[src/vip_pkg.sv]
// vip_pkg: shared constants for the vectored interrupt priority block
package vip_pkg;

  // source ranking: index 0 is the top vector, each step is two bytes lower
  localparam int NUM_SRC = 26;
  localparam int SRC_IDX_W = 5;
  localparam logic [15:0] VEC_TOP = 16'hfffe;
  localparam logic [7:0] VEC_TOP_LO = 8'hfe;
  localparam int NUM_RESET = 3;
  localparam int NUM_NONMASK = 6;

  localparam int SRC_RESET = 0;
  localparam int SRC_CLKMON = 1;
  localparam int SRC_WDOG = 2;
  localparam int SRC_UNIMPL = 3;
  localparam int SRC_SWTRAP = 4;
  localparam int SRC_XREQ = 5;
  localparam int SRC_EXTREQ = 6;
  localparam int SRC_PERIODIC = 7;
  localparam int SRC_CHAN0 = 8;
  localparam int SRC_TOVF = 16;
  localparam int SRC_ACC_OVF = 17;
  localparam int SRC_ACC_EDGE = 18;
  localparam int SRC_SPI = 19;
  localparam int SRC_SCI0 = 20;
  localparam int SRC_SCI1 = 21;
  localparam int SRC_ATD0 = 22;
  localparam int SRC_ATD1 = 23;
  localparam int SRC_PORTJ = 24;
  localparam int SRC_PORTH = 25;

  // elevation value range and reset value
  localparam logic [7:0] PRIO_MAX = 8'hf2;
  localparam logic [7:0] PRIO_MIN = 8'hcc;
  localparam logic [7:0] PRIO_RST = 8'hf2;

  // register byte addresses
  localparam logic [7:0] ADR_PRIO = 8'h00;
  localparam logic [7:0] ADR_CTRL = 8'h04;
  localparam logic [7:0] ADR_CHAN = 8'h08;
  localparam logic [7:0] ADR_SERIAL = 8'h0c;
  localparam logic [7:0] ADR_PORT = 8'h10;
  localparam logic [7:0] ADR_STATUS = 8'h14;

  // control register fields
  localparam int CTL_W = 13;
  localparam int CTL_EXT_EN = 0;
  localparam int CTL_PERIODIC_EN = 1;
  localparam int CTL_SYNC_EN = 2;
  localparam int CTL_CLKMON_EN = 3;
  localparam int CTL_FCLKMON_EN = 4;
  localparam int CTL_WDOG_EN = 5;
  localparam int CTL_TOVF_EN = 6;
  localparam int CTL_ACC_OVF_EN = 7;
  localparam int CTL_ACC_EDGE_EN = 8;
  localparam int CTL_SPI_EN = 9;
  localparam int CTL_SPI_TX_EN = 10;
  localparam int CTL_ATD0_EN = 11;
  localparam int CTL_ATD1_EN = 12;
  localparam logic [12:0] CTRL_RST = 13'h0001;

  // serial register: causes tx empty, tx complete, rx full, idle line
  localparam int SCI1_LSB = 4;
  localparam logic [7:0] SERIAL_RST = 8'h00;
  localparam logic [7:0] CHAN_RST = 8'h00;
  localparam logic [7:0] PORTJ_MASK = 8'hc3;
  localparam logic [7:0] PORT_RST = 8'h00;
  localparam int PORTH_LSB = 8;

  // status register fields
  localparam int STAT_EXC_BIT = 16;
  localparam int STAT_RST_BIT = 17;

endpackage : vip_pkg

[src/vip_sync2.sv]
// vip_sync2: two-flop synchroniser for pin inputs
`timescale 1ns/1ps
`default_nettype none
module vip_sync2 #(
  parameter int W = 1
) (
  // clock and reset
  input wire logic ref_clk,
  input wire logic rst,
  input wire logic ce,
  // raw and synchronised levels
  input wire logic [W-1:0] async_in,
  output logic [W-1:0] sync_out
);

  typedef struct packed {
    logic [W-1:0] meta;
    logic [W-1:0] stable;
  } vip_sync_s;

  vip_sync_s q_r;
  vip_sync_s q_nxt;

  // first stage feeds only the second stage
  always_comb
  begin
    q_nxt = q_r;
    q_nxt.meta = async_in;
    q_nxt.stable = q_r.meta;
  end

  always_ff @(posedge ref_clk or posedge rst)
  begin
    if (rst)
      q_r <= '0;
    else if (ce)
      q_r <= q_nxt;
  end

  assign sync_out = q_r.stable;

endmodule : vip_sync2
`default_nettype wire

[src/vip_prio_pick.sv]
// vip_prio_pick: fixed-order winner selection with one elevated source
`timescale 1ns/1ps
`default_nettype none
module vip_prio_pick
  import vip_pkg::*;
(
  // eligible requests, index 0 ranks highest
  input wire logic [vip_pkg::NUM_SRC-1:0] elig,
  input wire logic [vip_pkg::SRC_IDX_W-1:0] elev_idx,
  // winner
  output logic [vip_pkg::SRC_IDX_W-1:0] win_idx,
  output logic win_valid
);

  // scan from the bottom so the lowest index is left standing
  always_comb
  begin
    win_idx = '0;
    win_valid = 1'b0;
    for (int i = NUM_SRC - 1; i >= 0; i--)
    begin
      if (elig[i])
      begin
        win_idx = SRC_IDX_W'(i);
        win_valid = 1'b1;
      end
    end
    // elevated source beats every maskable source, never a non-maskable one
    if (elig[elev_idx] && !(|elig[NUM_NONMASK-1:0]))
      win_idx = elev_idx;
  end

endmodule : vip_prio_pick
`default_nettype wire

[src/vip_vectored_irq.sv]
// vip_vectored_irq: vectored interrupt and reset source prioritisation
// Functional notes
// - fixed order, reset top down to port H
// - clock monitor and watchdog resets, config-enabled only
// - I-bit masking; priority write elevates one source
// - eight timer channels, own vectors and enables
// - timer overflow vector gated by overflow enable
// - accumulator overflow vector gated by its enable
// - accumulator edge vector gated by its enable
// - each serial port ORs four enabled causes
// - port J four pins, port H eight pins
//
// Register access over Wishbone and the register offsets were left to the implementer.
`timescale 1ns/1ps
`default_nettype none
module vip_vectored_irq
  import vip_pkg::*;
(
  // clock, reset, enable
  input wire logic ref_clk,
  input wire logic rst,
  input wire logic ce,
  // wishbone classic slave
  input wire logic wb_cyc,
  input wire logic wb_stb,
  input wire logic wb_we,
  input wire logic [7:0] wb_adr,
  input wire logic [3:0] wb_sel,
  input wire logic [31:0] wb_dat_i,
  output logic [31:0] wb_dat_o,
  output logic wb_ack,
  // external pins, active low, asynchronous
  input wire logic reset_pin_n,
  input wire logic nonmaskable_request_pin_n,
  input wire logic ext_request_pin_n,
  // processor core
  input wire logic cond_x_mask,
  input wire logic cond_i_mask,
  input wire logic unimpl_trap,
  input wire logic software_trap,
  // reset-class failures
  input wire logic clock_monitor_fail,
  input wire logic watchdog_fail,
  // peripheral flags, same clock
  input wire logic sync_pulse,
  input wire logic periodic_flag,
  input wire logic [7:0] chan_flag,
  input wire logic timer_ovf_flag,
  input wire logic acc_ovf_flag,
  input wire logic acc_edge_flag,
  input wire logic spi_flag,
  input wire logic spi_tx_empty,
  input wire logic [3:0] sci0_cause,
  input wire logic [3:0] sci1_cause,
  input wire logic atd0_done,
  input wire logic atd1_done,
  input wire logic [7:0] portj_flag,
  input wire logic [7:0] porth_flag,
  // answer to the core
  output logic exc_req,
  output logic reset_req,
  output logic [15:0] vector_addr
);

  import vip_pkg::*;

  typedef struct packed {
    logic ack;
    logic [31:0] dat;
    logic [7:0] top_priority_select;
    logic [CTL_W-1:0] ctrl;
    logic [7:0] chan_irq_enable;
    logic [7:0] serial_en;
    logic [7:0] portj_pin_irq_enable;
    logic [7:0] porth_pin_irq_enable;
    logic exc;
    logic rst_req;
    logic [15:0] vec;
  } vip_state_s;

  localparam vip_state_s RST_STATE = '{
    ack: 1'b0, dat: 32'h0000_0000, top_priority_select: PRIO_RST,
    ctrl: CTRL_RST, chan_irq_enable: CHAN_RST, serial_en: SERIAL_RST,
    portj_pin_irq_enable: PORT_RST, porth_pin_irq_enable: PORT_RST,
    exc: 1'b0, rst_req: 1'b0, vec: 16'h0000};

  vip_state_s q_r;
  vip_state_s q_nxt;
  logic [2:0] pin_sync;
  logic [NUM_SRC-1:0] req;
  logic [NUM_SRC-1:0] elig;
  logic [SRC_IDX_W-1:0] elev_idx;
  logic [SRC_IDX_W-1:0] win_idx;
  logic win_valid;
  logic [7:0] elev_off;
  logic [31:0] rd_data;
  logic wb_go;
  logic prio_ok;

  // pins are inverted to active high before crossing
  vip_sync2 #(.W(3)) u_pin_sync (
    .ref_clk(ref_clk),
    .rst(rst),
    .ce(ce),
    .async_in({~ext_request_pin_n, ~nonmaskable_request_pin_n, ~reset_pin_n}),
    .sync_out(pin_sync)
  );

  // per-channel timer requests, each with its own enable
  genvar g;
  generate
    for (g = 0; g < 8; g++)
    begin : g_chan
      assign req[SRC_CHAN0 + g] = chan_flag[g] && q_r.chan_irq_enable[g];
    end
  endgenerate

  // reset class and traps: no condition-code masking
  assign req[SRC_RESET] = pin_sync[0];
  assign req[SRC_CLKMON] = clock_monitor_fail
    && (q_r.ctrl[CTL_CLKMON_EN] || q_r.ctrl[CTL_FCLKMON_EN]);
  assign req[SRC_WDOG] = watchdog_fail && q_r.ctrl[CTL_WDOG_EN];
  assign req[SRC_UNIMPL] = unimpl_trap;
  assign req[SRC_SWTRAP] = software_trap;
  // pin request is ungated locally; the sync pulse has its own enable
  assign req[SRC_XREQ] = pin_sync[1] || (sync_pulse && q_r.ctrl[CTL_SYNC_EN]);
  // maskable sources with their local enables
  assign req[SRC_EXTREQ] = pin_sync[2] && q_r.ctrl[CTL_EXT_EN];
  assign req[SRC_PERIODIC] = periodic_flag && q_r.ctrl[CTL_PERIODIC_EN];
  assign req[SRC_TOVF] = timer_ovf_flag && q_r.ctrl[CTL_TOVF_EN];
  assign req[SRC_ACC_OVF] = acc_ovf_flag && q_r.ctrl[CTL_ACC_OVF_EN];
  assign req[SRC_ACC_EDGE] = acc_edge_flag && q_r.ctrl[CTL_ACC_EDGE_EN];
  assign req[SRC_SPI] = (spi_flag && q_r.ctrl[CTL_SPI_EN])
    || (spi_tx_empty && q_r.ctrl[CTL_SPI_TX_EN]);
  assign req[SRC_SCI0] = |(sci0_cause & q_r.serial_en[SCI1_LSB-1:0]);
  assign req[SRC_SCI1] = |(sci1_cause & q_r.serial_en[7:SCI1_LSB]);
  assign req[SRC_ATD0] = atd0_done && q_r.ctrl[CTL_ATD0_EN];
  assign req[SRC_ATD1] = atd1_done && q_r.ctrl[CTL_ATD1_EN];
  assign req[SRC_PORTJ] = |(portj_flag & q_r.portj_pin_irq_enable & PORTJ_MASK);
  assign req[SRC_PORTH] = |(porth_flag & q_r.porth_pin_irq_enable);

  // condition-code masking: X for the shared request, I for external request down to port H
  assign elig[NUM_RESET-1:0] = req[NUM_RESET-1:0];
  assign elig[SRC_UNIMPL] = req[SRC_UNIMPL];
  assign elig[SRC_SWTRAP] = req[SRC_SWTRAP];
  assign elig[SRC_XREQ] = req[SRC_XREQ] && !cond_x_mask;
  assign elig[NUM_SRC-1:NUM_NONMASK] = cond_i_mask ? '0 : req[NUM_SRC-1:NUM_NONMASK];

  // elevated index from the low vector byte; register only holds legal values
  assign elev_off = VEC_TOP_LO - q_r.top_priority_select;
  assign elev_idx = elev_off[SRC_IDX_W:1];

  vip_prio_pick u_pick (
    .elig(elig),
    .elev_idx(elev_idx),
    .win_idx(win_idx),
    .win_valid(win_valid)
  );

  // read mux, unmapped addresses read zero
  always_comb
  begin
    rd_data = 32'h0000_0000;
    case (wb_adr)
      ADR_PRIO: rd_data[7:0] = q_r.top_priority_select;
      ADR_CTRL: rd_data[CTL_W-1:0] = q_r.ctrl;
      ADR_CHAN: rd_data[7:0] = q_r.chan_irq_enable;
      ADR_SERIAL: rd_data[7:0] = q_r.serial_en;
      ADR_PORT: rd_data[15:0] = {q_r.porth_pin_irq_enable, q_r.portj_pin_irq_enable};
      ADR_STATUS: rd_data[STAT_RST_BIT:0] = {q_r.rst_req, q_r.exc, q_r.vec};
      default: rd_data = 32'h0000_0000;
    endcase
  end

  assign wb_go = wb_cyc && wb_stb && !q_r.ack;
  // odd or low values would name no source and values above PRIO_MAX a non-maskable one, so they are dropped
  assign prio_ok = !wb_dat_i[0] && wb_dat_i[7:0] >= PRIO_MIN && wb_dat_i[7:0] <= PRIO_MAX;

  // bus answer one cycle after the request; winner registered each cycle
  always_comb
  begin
    q_nxt = q_r;
    q_nxt.ack = wb_go;
    if (wb_go)
    begin
      q_nxt.dat = rd_data;
      if (wb_we)
      begin
        case (wb_adr)
          ADR_PRIO:
          begin
            if (wb_sel[0] && prio_ok)
              q_nxt.top_priority_select = wb_dat_i[7:0];
          end
          ADR_CTRL:
          begin
            if (wb_sel[0])
              q_nxt.ctrl[7:0] = wb_dat_i[7:0];
            if (wb_sel[1])
              q_nxt.ctrl[CTL_W-1:8] = wb_dat_i[CTL_W-1:8];
          end
          ADR_CHAN:
          begin
            if (wb_sel[0])
              q_nxt.chan_irq_enable = wb_dat_i[7:0];
          end
          ADR_SERIAL:
          begin
            if (wb_sel[0])
              q_nxt.serial_en = wb_dat_i[7:0];
          end
          ADR_PORT:
          begin
            if (wb_sel[0])
              q_nxt.portj_pin_irq_enable = wb_dat_i[7:0] & PORTJ_MASK;
            if (wb_sel[1])
              q_nxt.porth_pin_irq_enable = wb_dat_i[PORTH_LSB+7:PORTH_LSB];
          end
          default:
          begin
            q_nxt.dat = rd_data; // status and unmapped writes are ignored
          end
        endcase
      end
    end
    q_nxt.exc = win_valid;
    q_nxt.rst_req = win_valid && (win_idx < SRC_IDX_W'(NUM_RESET));
    q_nxt.vec = win_valid ? VEC_TOP - {10'h000, win_idx, 1'b0} : 16'h0000;
  end

  always_ff @(posedge ref_clk or posedge rst)
  begin
    if (rst)
      q_r <= RST_STATE;
    else if (ce)
      q_r <= q_nxt;
  end

  assign wb_ack = q_r.ack;
  assign wb_dat_o = q_r.dat;
  assign exc_req = q_r.exc;
  assign reset_req = q_r.rst_req;
  assign vector_addr = q_r.vec;

  // checks on the registered answer
  property p_reset_top;
    @(posedge ref_clk) disable iff (rst)
    ce && elig[SRC_RESET] |=> exc_req && reset_req && vector_addr == VEC_TOP;
  endproperty
  a_reset_top: assert property (p_reset_top) else $error("reset source not on top vector");

  property p_clkmon_gate;
    @(posedge ref_clk) disable iff (rst)
    ce && !q_r.ctrl[CTL_CLKMON_EN] && !q_r.ctrl[CTL_FCLKMON_EN]
      |=> !(exc_req && vector_addr == 16'hfffc);
  endproperty
  a_clkmon_gate: assert property (p_clkmon_gate) else $error("clock monitor vector while off");

  property p_wdog_vec;
    @(posedge ref_clk) disable iff (rst)
    ce && elig[SRC_WDOG] && !(|elig[1:0]) && !cond_i_mask && !cond_x_mask
      |=> reset_req && vector_addr == 16'hfffa;
  endproperty
  a_wdog_vec: assert property (p_wdog_vec) else $error("watchdog reset not taken");

  property p_xmask;
    @(posedge ref_clk) disable iff (rst)
    ce && cond_x_mask |=> !(exc_req && vector_addr == 16'hfff4);
  endproperty
  a_xmask: assert property (p_xmask) else $error("shared X vector taken while masked");

  property p_imask;
    @(posedge ref_clk) disable iff (rst)
    ce && cond_i_mask |=> !(exc_req && vector_addr <= 16'hfff2);
  endproperty
  a_imask: assert property (p_imask) else $error("maskable vector taken under I mask");

  property p_prio_write;
    @(posedge ref_clk) disable iff (rst)
    ce && wb_go && wb_we && wb_adr == ADR_PRIO && wb_sel[0] && prio_ok
      |=> q_r.top_priority_select == $past(wb_dat_i[7:0]);
  endproperty
  a_prio_write: assert property (p_prio_write) else $error("priority write not stored");

  property p_chan0_gate;
    @(posedge ref_clk) disable iff (rst)
    ce && !q_r.chan_irq_enable[0] |=> !(exc_req && vector_addr == 16'hffee);
  endproperty
  a_chan0_gate: assert property (p_chan0_gate) else $error("channel 0 taken while disabled");

  property p_tovf_gate;
    @(posedge ref_clk) disable iff (rst)
    ce && !q_r.ctrl[CTL_TOVF_EN] |=> !(exc_req && vector_addr == 16'hffde);
  endproperty
  a_tovf_gate: assert property (p_tovf_gate) else $error("overflow taken while disabled");

  property p_acc_gate;
    @(posedge ref_clk) disable iff (rst)
    ce && !q_r.ctrl[CTL_ACC_OVF_EN] && !q_r.ctrl[CTL_ACC_EDGE_EN]
      |=> !(exc_req && (vector_addr == 16'hffdc || vector_addr == 16'hffda));
  endproperty
  a_acc_gate: assert property (p_acc_gate) else $error("accumulator taken while disabled");

  property p_sci_gate;
    @(posedge ref_clk) disable iff (rst)
    ce && q_r.serial_en[SCI1_LSB-1:0] == 4'h0 |=> !(exc_req && vector_addr == 16'hffd6);
  endproperty
  a_sci_gate: assert property (p_sci_gate) else $error("serial 0 taken with no cause on");

  property p_porth_gate;
    @(posedge ref_clk) disable iff (rst)
    ce && q_r.porth_pin_irq_enable == 8'h00 |=> !(exc_req && vector_addr == 16'hffcc);
  endproperty
  a_porth_gate: assert property (p_porth_gate) else $error("port H taken with no pin on");

  property p_elevated_wins;
    @(posedge ref_clk) disable iff (rst)
    ce && elig[elev_idx] && !(|elig[NUM_NONMASK-1:0])
      |=> exc_req && vector_addr == VEC_TOP - {10'h000, $past(elev_idx), 1'b0};
  endproperty
  a_elevated_wins: assert property (p_elevated_wins) else $error("elevated source lost");

  c_reset: cover property (@(posedge ref_clk) disable iff (rst) reset_req && vector_addr == VEC_TOP);
  c_xreq: cover property (@(posedge ref_clk) disable iff (rst) exc_req && vector_addr == 16'hfff4);
  c_porth: cover property (@(posedge ref_clk) disable iff (rst) exc_req && vector_addr == 16'hffcc);
  c_elev: cover property (@(posedge ref_clk) disable iff (rst)
    ce && elig[elev_idx] && elev_idx != SRC_EXTREQ && |elig[SRC_EXTREQ+:1]);

endmodule : vip_vectored_irq
`default_nettype wire

[config.mk]
export PLATFORM = sky130hd
export DESIGN_NAME = vip_vectored_irq
export DESIGN_NICKNAME = d
export VERILOG_FILES = /design/src/vip_pkg.sv /design/src/vip_sync2.sv /design/src/vip_prio_pick.sv /design/src/vip_vectored_irq.sv
export SDC_FILE = /design/constraint.sdc
export NUM_CORES = 1
export LEC_CHECK = 0
export ABC_CLOCK_PERIOD_IN_PS = 3900
export BUFFER_PORTS_ARGS = -buffer_cell sky130_fd_sc_hd__buf_2
export CORE_MARGIN = 4
export CORE_UTILIZATION = 52
export CTS_CLUSTER_DIAMETER = 120
export DETAILED_ROUTE_END_ITERATION = 8
export GPL_ROUTABILITY_DRIVEN = 0
export GPL_TIMING_DRIVEN = 0
export MAX_ROUTING_LAYER = met4
export PLACE_DENSITY_LB_ADDON = 0.08
export SETUP_SLACK_MARGIN = 0.02
export SLEW_MARGIN = 15
export SYNTH_ARGS = -nofsm -noshare
export SYNTH_HDL_FRONTEND = slang
export SYNTH_SLANG_ARGS = --single-unit
[constraint.sdc]
create_clock -name ref_clk -period 3.9 [get_ports ref_clk]
set_clock_uncertainty 0.2 [all_clocks]
set_input_delay 0.585 -clock ref_clk [delete_from_list [all_inputs] [get_ports ref_clk]]
set_output_delay 0.585 -clock ref_clk [all_outputs]
set_load 0.1 [all_outputs]
==> results of run 1 <==
==> per-layer routing <==
layer	GRT usage, %	vias to the layer above	wire length, µm
li1	-	1983	-
met1	35.6	1987	5950
met2	38.5	196	6110
met3	4.10	17	1050
met4	6.75	0	311
met5	-	-	0
==> worst max path at each step <==
stage	cells past startpoint	to	slack, ns	startpoint
3_5_place_dp	9	reset_req	0.60	portj_flag[6]
2_1_floorplan	8	vector_addr[3]	1.02	q_r[64]
5_1_grt	8	vector_addr[3]	0.49	q_r[64]
6_report	8	vector_addr[3]	0.62	q_r[64]
4_1_cts	8	vector_addr[3]	0.64	q_r[64]
3_3_place_gp	2	u_pin_sync.sync_out[1]	0.1	rst
==> cell families (layout without fill, tap and decap cells) <==
| group | count (synthesis) | count (layout) |
|---|---|---|
| flops | 81 | 81 |
| fa+ha+maj | 1 | 1 |
| other cells | 1 | 15 |
| xor+xnor | 6 | 6 |
| mux | 67 | 67 |
| simple gates | 124 | 124 |
| buf+inv | 85 | 214 |
| compound gates | 117 | 117 |
==> registers in the layout, indices dropped and copies added, names as in the netlist <==
signal and flops:
q_r 49, reset_req 1, wb_dat_o 18, u_pin_sync.sync_out 3, u_pin_sync.q_nxt 3, wb_ack 1
vector_addr 6
==> cells in the mapped netlist, types with 6 or more instances <==
master / instances / share of area, %
a211oi_1: 6 / 0.91
a21oi_1: 22 / 2.2
a221oi_1: 9 / 1.6
a22o_1: 9 / 1.6
a22oi_1: 15 / 2.3
buf_4: 49 / 7.4
clkbuf_1: 12 / 0.91
dfrtp_1: 75 / 38
dfstp_2: 6 / 3.2
inv_1: 14 / 1.1
mux2_2: 50 / 11
mux2i_1: 11 / 2.2
nand2_1: 45 / 3.4
nor2_1: 31 / 2.4
o21ai_0: 19 / 1.9
o22ai_1: 7 / 0.89
==> layout make-up <==
class	instances	area (µm²)	area share [%]
Clock buffer	10	128	2.15
Timing Repair Buffer	113	581	9.78
Inverter	14	55.1	0.927
Clock inverter	6	66.3	1.12
Multi-Input combinational cell	330	2410	40.6
Tap cell	129	161	2.72
Sequential cell	81	2030	34.3
Buffer	71	502	8.45
==> power by group through the flow <==
| stage | Sequential [mW] | Clock (mW) | Combinational, mW |
|---|---|---|---|
| CTS | 0.879 | 0.640 | 0.419 |
| global placement | 0.895 | 0 | 0.411 |
| floorplan | 0.910 | 0 | 0.303 |
| global route | 0.881 | 0.679 | 0.442 |
| finish | 0.879 | 0.630 | 0.418 |
| detailed placement | 0.895 | 0 | 0.418 |
==> metrics by stage <==
step	hold slack (ns)	area, µm²	utilization (%)	cells
6_report	0.0425	5940	64.3	754
5_1_grt	0.0801	5940	64.3	754
4_1_cts	0.0551	5940	64.3	754
3_5_place_dp	0.261	5740	62.2	738
3_3_place_gp	0.265	5720	61.9	737
2_1_floorplan	0.240	5000	-	496
==> worst max-delay path, cell delays in order, from the launching register on <==
cell and delay (ns):
dfstp_2 0.62, ha_1 0.32, xor2_2 0.40, mux4_1 0.62
mux2i_1 0.18, nor2_1 0.09, o31ai_4 0.35, mux2_4 0.34
o22ai_2 0.08
==> layout by cell type (no fill, tap or decap), types with 4 or more instances in the layout <==
cell      count
a211oi_1      6
a21oi_1      22
a221oi_1      9
a22o_1        9
a22oi_1      15
and2_1        5
and3_1        5
buf_2       115
buf_4        49
buf_6         5
clkbuf_1     13
clkbuf_8     10
conb_1       15
dfrtp_1      75
dfstp_2       6
inv_1        13
mux2_2       50
mux2i_1      11
nand2_1      45
nand3_1       4
nand3b_1      4
nor2_1       31
nor3_1        5
o211ai_1      4
o21ai_0      19
o22ai_1       7
==> run metrics, run 1 <==
Power Total 1.93 mW; 1st-pass router iterations 5; CP Launch Type register; post-synthesis cell area 4950 µm²; clock network power share 32.7%; Max Cap Violations 0; HPWL after DPL 10.6 mm; Final period util 84.1%; final setup fails 0; Filler cells 797; Slew headroom 47.6%; synth unique cells 71; CP max FO 7; setup total negative slack 0 ns; Hold WC Path Type in -> async; sequential share of power 45.6%; Leak 2.93 nW; Yosys reg bits 81; capturing point of the worst reg2reg path vector_addr[3]; compound-cell area share of the yosys netlist 16.8%; dpl ws 0.599 ns; dominant synthesized flop cell dfrtp_1; Req. time, crit path 3.99 ns; Worst-Skew Late Latency 0.37 ns; Mapped Cells 482; final WL 13.4 mm; sw power 0.661 mW; Logic pwr share 21.7%; count of flip-flops with a built-in enable after synthesis 0; register area share after synthesis 41.1%; Die Y 106 µm; Clock Sinks 81; Peak Freq 305 MHz; Setup CP Type reg -> reg; Post CTS Setup Buffer Count 0; slew of the pin with the lowest slew margin 0.787 ns; minimum clock period after layout 3.28 ns; switching share of power 34.3%; syn avg cell area 10.3 µm²; IO buf count 112; largest family of logic cells by synthesized area compound AO/OA/AOI/OAI gates; R2R cell count 8; asr flop ratio synth 100%; DR WL/cell 17.8 µm; layout cells sized above 1 41.8%; data arrival time of the worst path 3.37 ns; cts bufs inserted 9; DRC 0; status finished, final reports clean; diode count 0; Worst-path clk slew 0.09 ns; Floorplan Core Area 9240 µm²; Crit Reg-Reg Startpoint q_r[64]; via count 4183; die footprint 11100 µm²; antenna viol nets, final 0; CTS root buf clkbuf_8; # resized after CTS 0; first-pass GRT wire length 21.6 mm; RSZ-0062 raised after global routing no; num ports 151; simple logic cell fraction of the synthesized area 12.6%; 1st-iter DRT viols 307; cts hold-fix bufs 0; Adder-Cell Fraction of Synth Area 0.253%; VDD IR-drop max 0.203 mV; Initial Util 53.5%; final worst setup slack 0.619 ns; CTS tree built; Rows 35; H-tree depth 3; total gr overflow 0; Cell Int Power 1.27 mW; vias per cell 5.55; pwr dens 325 nW/µm²; worst reg-to-reg setup slack 0.62 ns; die boundary width 106 µm; largest net degree at the start of global routing 45; crit path capture type register; Final #Nets 721; number of global-route vias before repair 4103; initial antenna violation count 0; xor and xnor area share after synthesis 1.90%; area grow syn2layout 20.0%; mux cell area share after synthesis 16.0%; Longest Clk Path Bufs 2; GR Util All Layers 25.3%; max-slew violations 0; final hold vios 0; synth warn 0
Note: power is estimated with default switching activity, not from simulation.
==> run 2: changes to the inputs <==
ABC_AREA = 1   (was unset)
ABC_CLOCK_PERIOD_IN_PS = 2900   (was 3900)
CORE_UTILIZATION = 47   (was 52)
clock period = 2.9 ns   (was 3.9 ns; I/O delays follow)
==> run 2 against run 1 <==
Net effect: hold slack improved by 0.014 ns; die area rose by 5.5%; non-clock buffer count fell by 3; largest power group unchanged; combinational power rose by 63%; global-route usage fell by 1.1 points; sequential power rose by 35%; critical endpoint is now reset_req; sequential share of layout area rose by 0.47 points.
==> run metrics, run 2 <==
asr flop ratio synth 100% (unchanged); count of flip-flops with a built-in enable after synthesis 0 (unchanged); count leader, synth nand2_1; via count 4575 (+9.4%); register area share after synthesis 43.0% (+1.8 points); GR Util All Layers 24.2% (-1.1 points); cts bufs inserted 9 (unchanged); crit path capture type register; DP Area 5550 µm² (-3.4%); final setup fails 0 (unchanged); CTS root buf clkbuf_8; Final period util 92.7% (+8.6 points); Leak 3.13 nW (+6.7%); 1st-pass router iterations 5 (unchanged); 1st-iter DRT viols 267 (-13%); HPWL after DPL 10.6 mm (+0.21%); post-synthesis cell area 4740 µm² (-4.2%); num ports 151 (unchanged); pwr dens 477 nW/µm² (+47%); syn avg cell area 7.70 µm² (-25%); Floorplan Core Area 9770 µm² (+5.8%); minimum clock period after layout 2.69 ns (-0.592 ns); most frequent cells in the layout 194 x nand2_1, 116 x buf_2, 75 x dfrtp_1; Largest Register q_r; IO buf count 113 (+0.89%); H-tree depth 3 (unchanged); CP max FO 6 (-1); max-slew violations 0 (unchanged); die boundary width 108 µm (+2.7%); data arrival time of the worst path 2.78 ns (-0.59 ns); CP Launch Type register; slew of the pin with the lowest slew margin 0.909 ns (+0.123 ns); Peak Freq 372 MHz (+22%); synth unique cells 45 (-37%); Yosys reg bits 81 (unchanged); Req. time, crit path 2.99 ns (-1.00 ns); VDD IR-drop max 0.319 mV (+57%); RSZ-0062 raised after global routing no; layout cells sized above 1 29.0% (-13 points); final WL 13.5 mm (+0.32%); Longest Clk Path Bufs 2 (unchanged); dominant synthesized flop cell dfrtp_1; Clock Sinks 81 (unchanged); status finished, final reports clean; Slew headroom 38.9% (-8.7 points); synth warn 0 (unchanged); final hold vios 0 (unchanged); DRC 0 (unchanged); vias per cell 5.11 (-8.0%); die footprint 11700 µm² (+5.5%); Post-synth top cells 194 x nand2_1, 75 x dfrtp_1, 60 x o21ai_0; total gr overflow 0 (unchanged); max reg flops 49 (unchanged); Rows 36 (+2.9%); number of global-route vias before repair 4285 (+4.4%); Worst-Skew Late Latency 0.36 ns (about the same); Die Y 108 µm (+2.7%); first-pass GRT wire length 21.4 mm (-0.83%); top-area cell type share of the netlist area 39.6% (+1.7 points); largest net degree at the start of global routing 47 (+4.4%); Initial Util 48.5% (-5.1 points); antenna viol nets, final 0 (unchanged); Max Cap Violations 0 (unchanged); DR WL/cell 15.0 µm (-16%); area grow syn2layout 23.7%; Final #Nets 859 (+19%); largest area contributor in the netlist dfrtp_1; Worst-path clk slew 0.09 ns (about the same); largest cells by area after synthesis dfrtp_1 40%, nand2_1 15%, buf_4 7.6%; Hold WC Path Type in -> reg; Setup CP Type reg -> reg; Mapped Cells 615 (+28%); fin area 5860 µm² (-1.3%); WHS 0.0566 ns (+0.0141 ns); most common cell after layout, fill and taps aside nand2_1; diode count 0 (unchanged); initial antenna violation count 0 (unchanged); CTS tree built
[run 2: power by group]
part           switching (mW)  internal, mW  total, mW
logic                   0.522         0.160      0.682
registers              0.0283          1.16       1.19
clock network           0.433         0.488      0.921
[run 2: cell families (layout without fill, tap and decap cells)]
family / count (synthesis) / in the layout / share of synthesized area (%)
compound gates: 132 / 132 / 16.9
xor+xnor: 4 / 4 / 1.45
fa+ha+maj: 1 / 1 / 0.264
buf+inv: 121 / 255 / 13.6
flops: 81 / 81 / 43.0
mux: 3 / 3 / 0.713
other cells: 1 / 15 / 0.0792
simple gates: 272 / 272 / 24.0
[run 2: final cells by class]
class,instances,area [µm²]
Clock inverter,6,91.3
Buffer,63,425
Sequential cell,81,2030
Timing Repair Buffer,118,626
Clock buffer,10,128
Multi-Input combinational cell,427,2160
Fill cell,934,3920
Tap cell,133,166
Inverter,58,225
[run 2: metal layers]
metal	global-route usage, %	vias to the layer above	wire, µm
met1	31.6	2131	5790
li1	-	2253	-
met4	7.48	0	267
met2	39.2	170	6440
met3	3.64	21	961
met5	-	-	0
[run 2: final timing paths]
check,from,end,slack (ns),cells past startpoint
max,q_r[64],reset_req,0.21,19
min,nonmaskable_request_pin_n,u_pin_sync.q_nxt[1],0.06,2
max reg2reg,q_r[64],reset_req,0.21,19
min reg2reg,q_r[70],q_r[70],0.28,2
max in group asynchronous,rst,q_r[70],1.44,4
min in group asynchronous,rst,wb_dat_o[7],0.44,3
[run 2: critical path, cell delays in order, from the launching register on]
cell,delay [ns]
dfstp_2,0.58
ha_4,0.17
nand3_1,0.12
xor2_2,0.30
inv_2,0.08
nor2_1,0.16
inv_1,0.06
o22ai_1,0.12
a31oi_1,0.06
nand2_1,0.07
nand2_1,0.06
inv_2,0.06
nand2_4,0.07
inv_6,0.08
nand2_1,0.07
o21ai_2,0.07
nand2_1,0.07
nor2_1,0.10
nand2_1,0.07
nand2_1,0.05
[run 2: what timing repair did]
action / CTS / global route
endpoints found under the hold margin: 31 / 0
hold buffers: 1 / 0
endpoints found under the setup margin: 2 / 6
gates resized for setup: 1 / 15
buffers inserted: 0 / 3
pin swaps: 0 / 1
[run 2: per-stage QoR]
stage,TNS [ns],util [%],power (mW),setup slack [ns],cells
after floorplan,0,-,1.76,0.195,629
after global placement,-59.28,56.5,1.89,-0.796,875
after global routing,0,59.9,2.89,0.0293,896
after CTS,0,59.1,2.81,0.0422,893
after detailed placement,-0.151,56.8,1.90,-0.101,876
final,0,59.9,2.80,0.211,896
==> run 3: changes to the inputs <==
CORE_MARGIN = unset   (was 4)
==> run 3 against run 2 <==
Net effect: maximum frequency shrank 1.6%; sequential share of layout area rose by 0.074 points; count of clock-buffer cells in the layout did not move; cell area decreased by 0.21%; utilization decreased by 0.13 points; final cell count grew 0.22%; largest power group unchanged.
==> run metrics, run 3 (synthesis gave the netlist of run 2 again) <==
CTS tree built; highest metal used met4; crit path capture type register; area grow syn2layout 23.4%; final setup fails 0 (unchanged); H-tree depth 3 (unchanged); Clock Sinks 81 (unchanged); DRC 0 (unchanged); max reg flops 49 (unchanged); Leak 3.15 nW (+0.45%); most frequent cells in the layout 194 x nand2_1, 116 x buf_2, 75 x dfrtp_1; most common cell after layout, fill and taps aside nand2_1; Worst-path clk slew 0.08 ns (about the same); largest net degree at the start of global routing 47 (unchanged); worst reg-to-reg setup slack 0.17 ns (-0.04 ns); Min-Delay Path Depth 2 (unchanged); met2 routed WL 6.11 mm (-5.1%); 1st-iter DRT viols 290 (+8.6%); VDD IR-drop max 0.272 mV (-15%); GR Util All Layers 27.2% (+2.9 points); pwr dens 479 nW/µm² (+0.31%); met3 WL 818 µm (-15%); Crit Reg-Reg Startpoint q_r[64]; CTS root buf clkbuf_8; Largest Register q_r; Final #Nets 861 (+0.23%); Initial Util 48.5% (unchanged); RSZ-0062 raised after global routing no; Die Y 102 µm (-5.5%); R2R cell count 18 (-1); Longest Clk Path Bufs 2 (unchanged); final worst setup slack 0.167 ns (-0.0443 ns); CP max FO 8 (+2); data arrival time of the worst path 2.79 ns (about the same); status finished, final reports clean; WHS 0.0657 ns (+0.00910 ns); num ports 151 (unchanged); number of global-route vias before repair 4113 (-4.0%); Peak Freq 366 MHz (-1.6%); DR WL/cell 14.6 µm (-3.1%); final WL 13.1 mm (-2.8%); slew of the pin with the lowest slew margin 0.872 ns (-0.0371 ns); first-pass GRT wire length 20.6 mm (-3.9%); die footprint 10500 µm² (-11%); Max Cap Violations 0 (unchanged); max-slew violations 0 (unchanged); diode count 0 (unchanged); capturing point of the worst reg2reg path reset_req; via count 4606 (+0.68%); 1st-pass router iterations 6 (+1); Worst-Skew Late Latency 0.36 ns (about the same); initial antenna violation count 0 (unchanged); vias per cell 5.13 (+0.45%); Req. time, crit path 2.96 ns (-0.03 ns); HPWL after DPL 10.3 mm (-2.6%); Final period util 94.3% (+1.5 points); M1 WL 5.77 mm (-0.41%); die boundary width 102 µm (-5.5%); layout cells sized above 1 29.0% (+0.055 points); Filler cells 954 (+2.1%); antenna viol nets, final 0 (unchanged); cts bufs inserted 9 (unchanged); minimum clock period after layout 2.73 ns (+0.0443 ns); WHS Endpoint u_pin_sync.q_nxt[1]; Slew headroom 41.4% (+2.5 points); Floorplan Core Area 9770 µm² (unchanged); Setup CP Type reg -> reg; HP Start nonmaskable_request_pin_n; dpl ws -0.0831 ns (+0.0175 ns); IO buf count 113 (unchanged); Hold WC Path Type in -> reg; total gr overflow 0 (unchanged); CP Launch Type register; final hold vios 0 (unchanged); Rows 36 (unchanged)
run 3: worst max-delay path, stage by stage (launching register included):
cell and delay, ns:
dfstp_2 0.56, ha_2 0.24, xor2_4 0.27, buf_4 0.18
a21oi_1 0.04, a22oi_1 0.15, nand2_1 0.07, a31oi_1 0.18
nand2_1 0.07, nand2_1 0.07, inv_2 0.04, nand2_4 0.09
inv_6 0.05, nor2_4 0.08, nand3_2 0.08, o21ai_2 0.08
nand2_1 0.07, nand2_1 0.06, nand2_1 0.05
run 3: cell type report:
cell class / instances / area (µm²) / area share, %
Multi-Input combinational cell: 427 / 2130 / 36.5
Inverter: 58 / 225 / 3.85
Tap cell: 133 / 166 / 2.85
Clock buffer: 10 / 128 / 2.18
Buffer: 63 / 425 / 7.28
Timing Repair Buffer: 120 / 641 / 11.0
Sequential cell: 81 / 2030 / 34.8
Clock inverter: 6 / 90.1 / 1.54
run 3: metal layers:
layer	track usage, %	vias up
met5	-	-
met4	11.2	0
met3	3.42	27
met2	43.2	196
met1	35.2	2130
li1	-	2253
run 3: per-stage QoR:
step | TNS [ns] | cell area [µm²] | util, % | total power [mW] | cells
after floorplan | 0 | 4790 | - | 1.76 | 629
final | 0 | 5840 | 59.8 | 2.80 | 898
after global placement | -58.20 | 5520 | 56.5 | 1.88 | 875
after CTS | 0 | 5780 | 59.1 | 2.81 | 893
after global routing | 0 | 5840 | 59.8 | 2.91 | 898
after detailed placement | -0.202 | 5550 | 56.8 | 1.90 | 876
run 3: repair_timing:
action,in CTS,in global routing
hold buffers,1,0
hold endpoints to repair,31,0
buffers inserted,0,5
resized for setup,1,11
pin swaps,0,1
setup endpoints to repair,2,6
cloned,0,0
run 3: worst max path at each step:
stage | to | startpoint | cells after the start | slack (ns)
2_1_floorplan | q_r[18] | rst | 1 | 0.19
3_3_place_gp | vector_addr[2] | rst | 2 | -0.78
3_5_place_dp | reset_req | q_r[64] | 15 | -0.08
4_1_cts | reset_req | q_r[64] | 17 | 0.03
5_1_grt | reset_req | q_r[40] | 26 | 0.02
6_report | reset_req | q_r[64] | 18 | 0.17
run 3: power by group:
group	internal (mW)	switching, mW	total [mW]	leakage [nW]
sequential	1.16	0.0283	1.19	1.07
combinational	0.160	0.520	0.680	1.96
clock	0.488	0.438	0.926	0.107
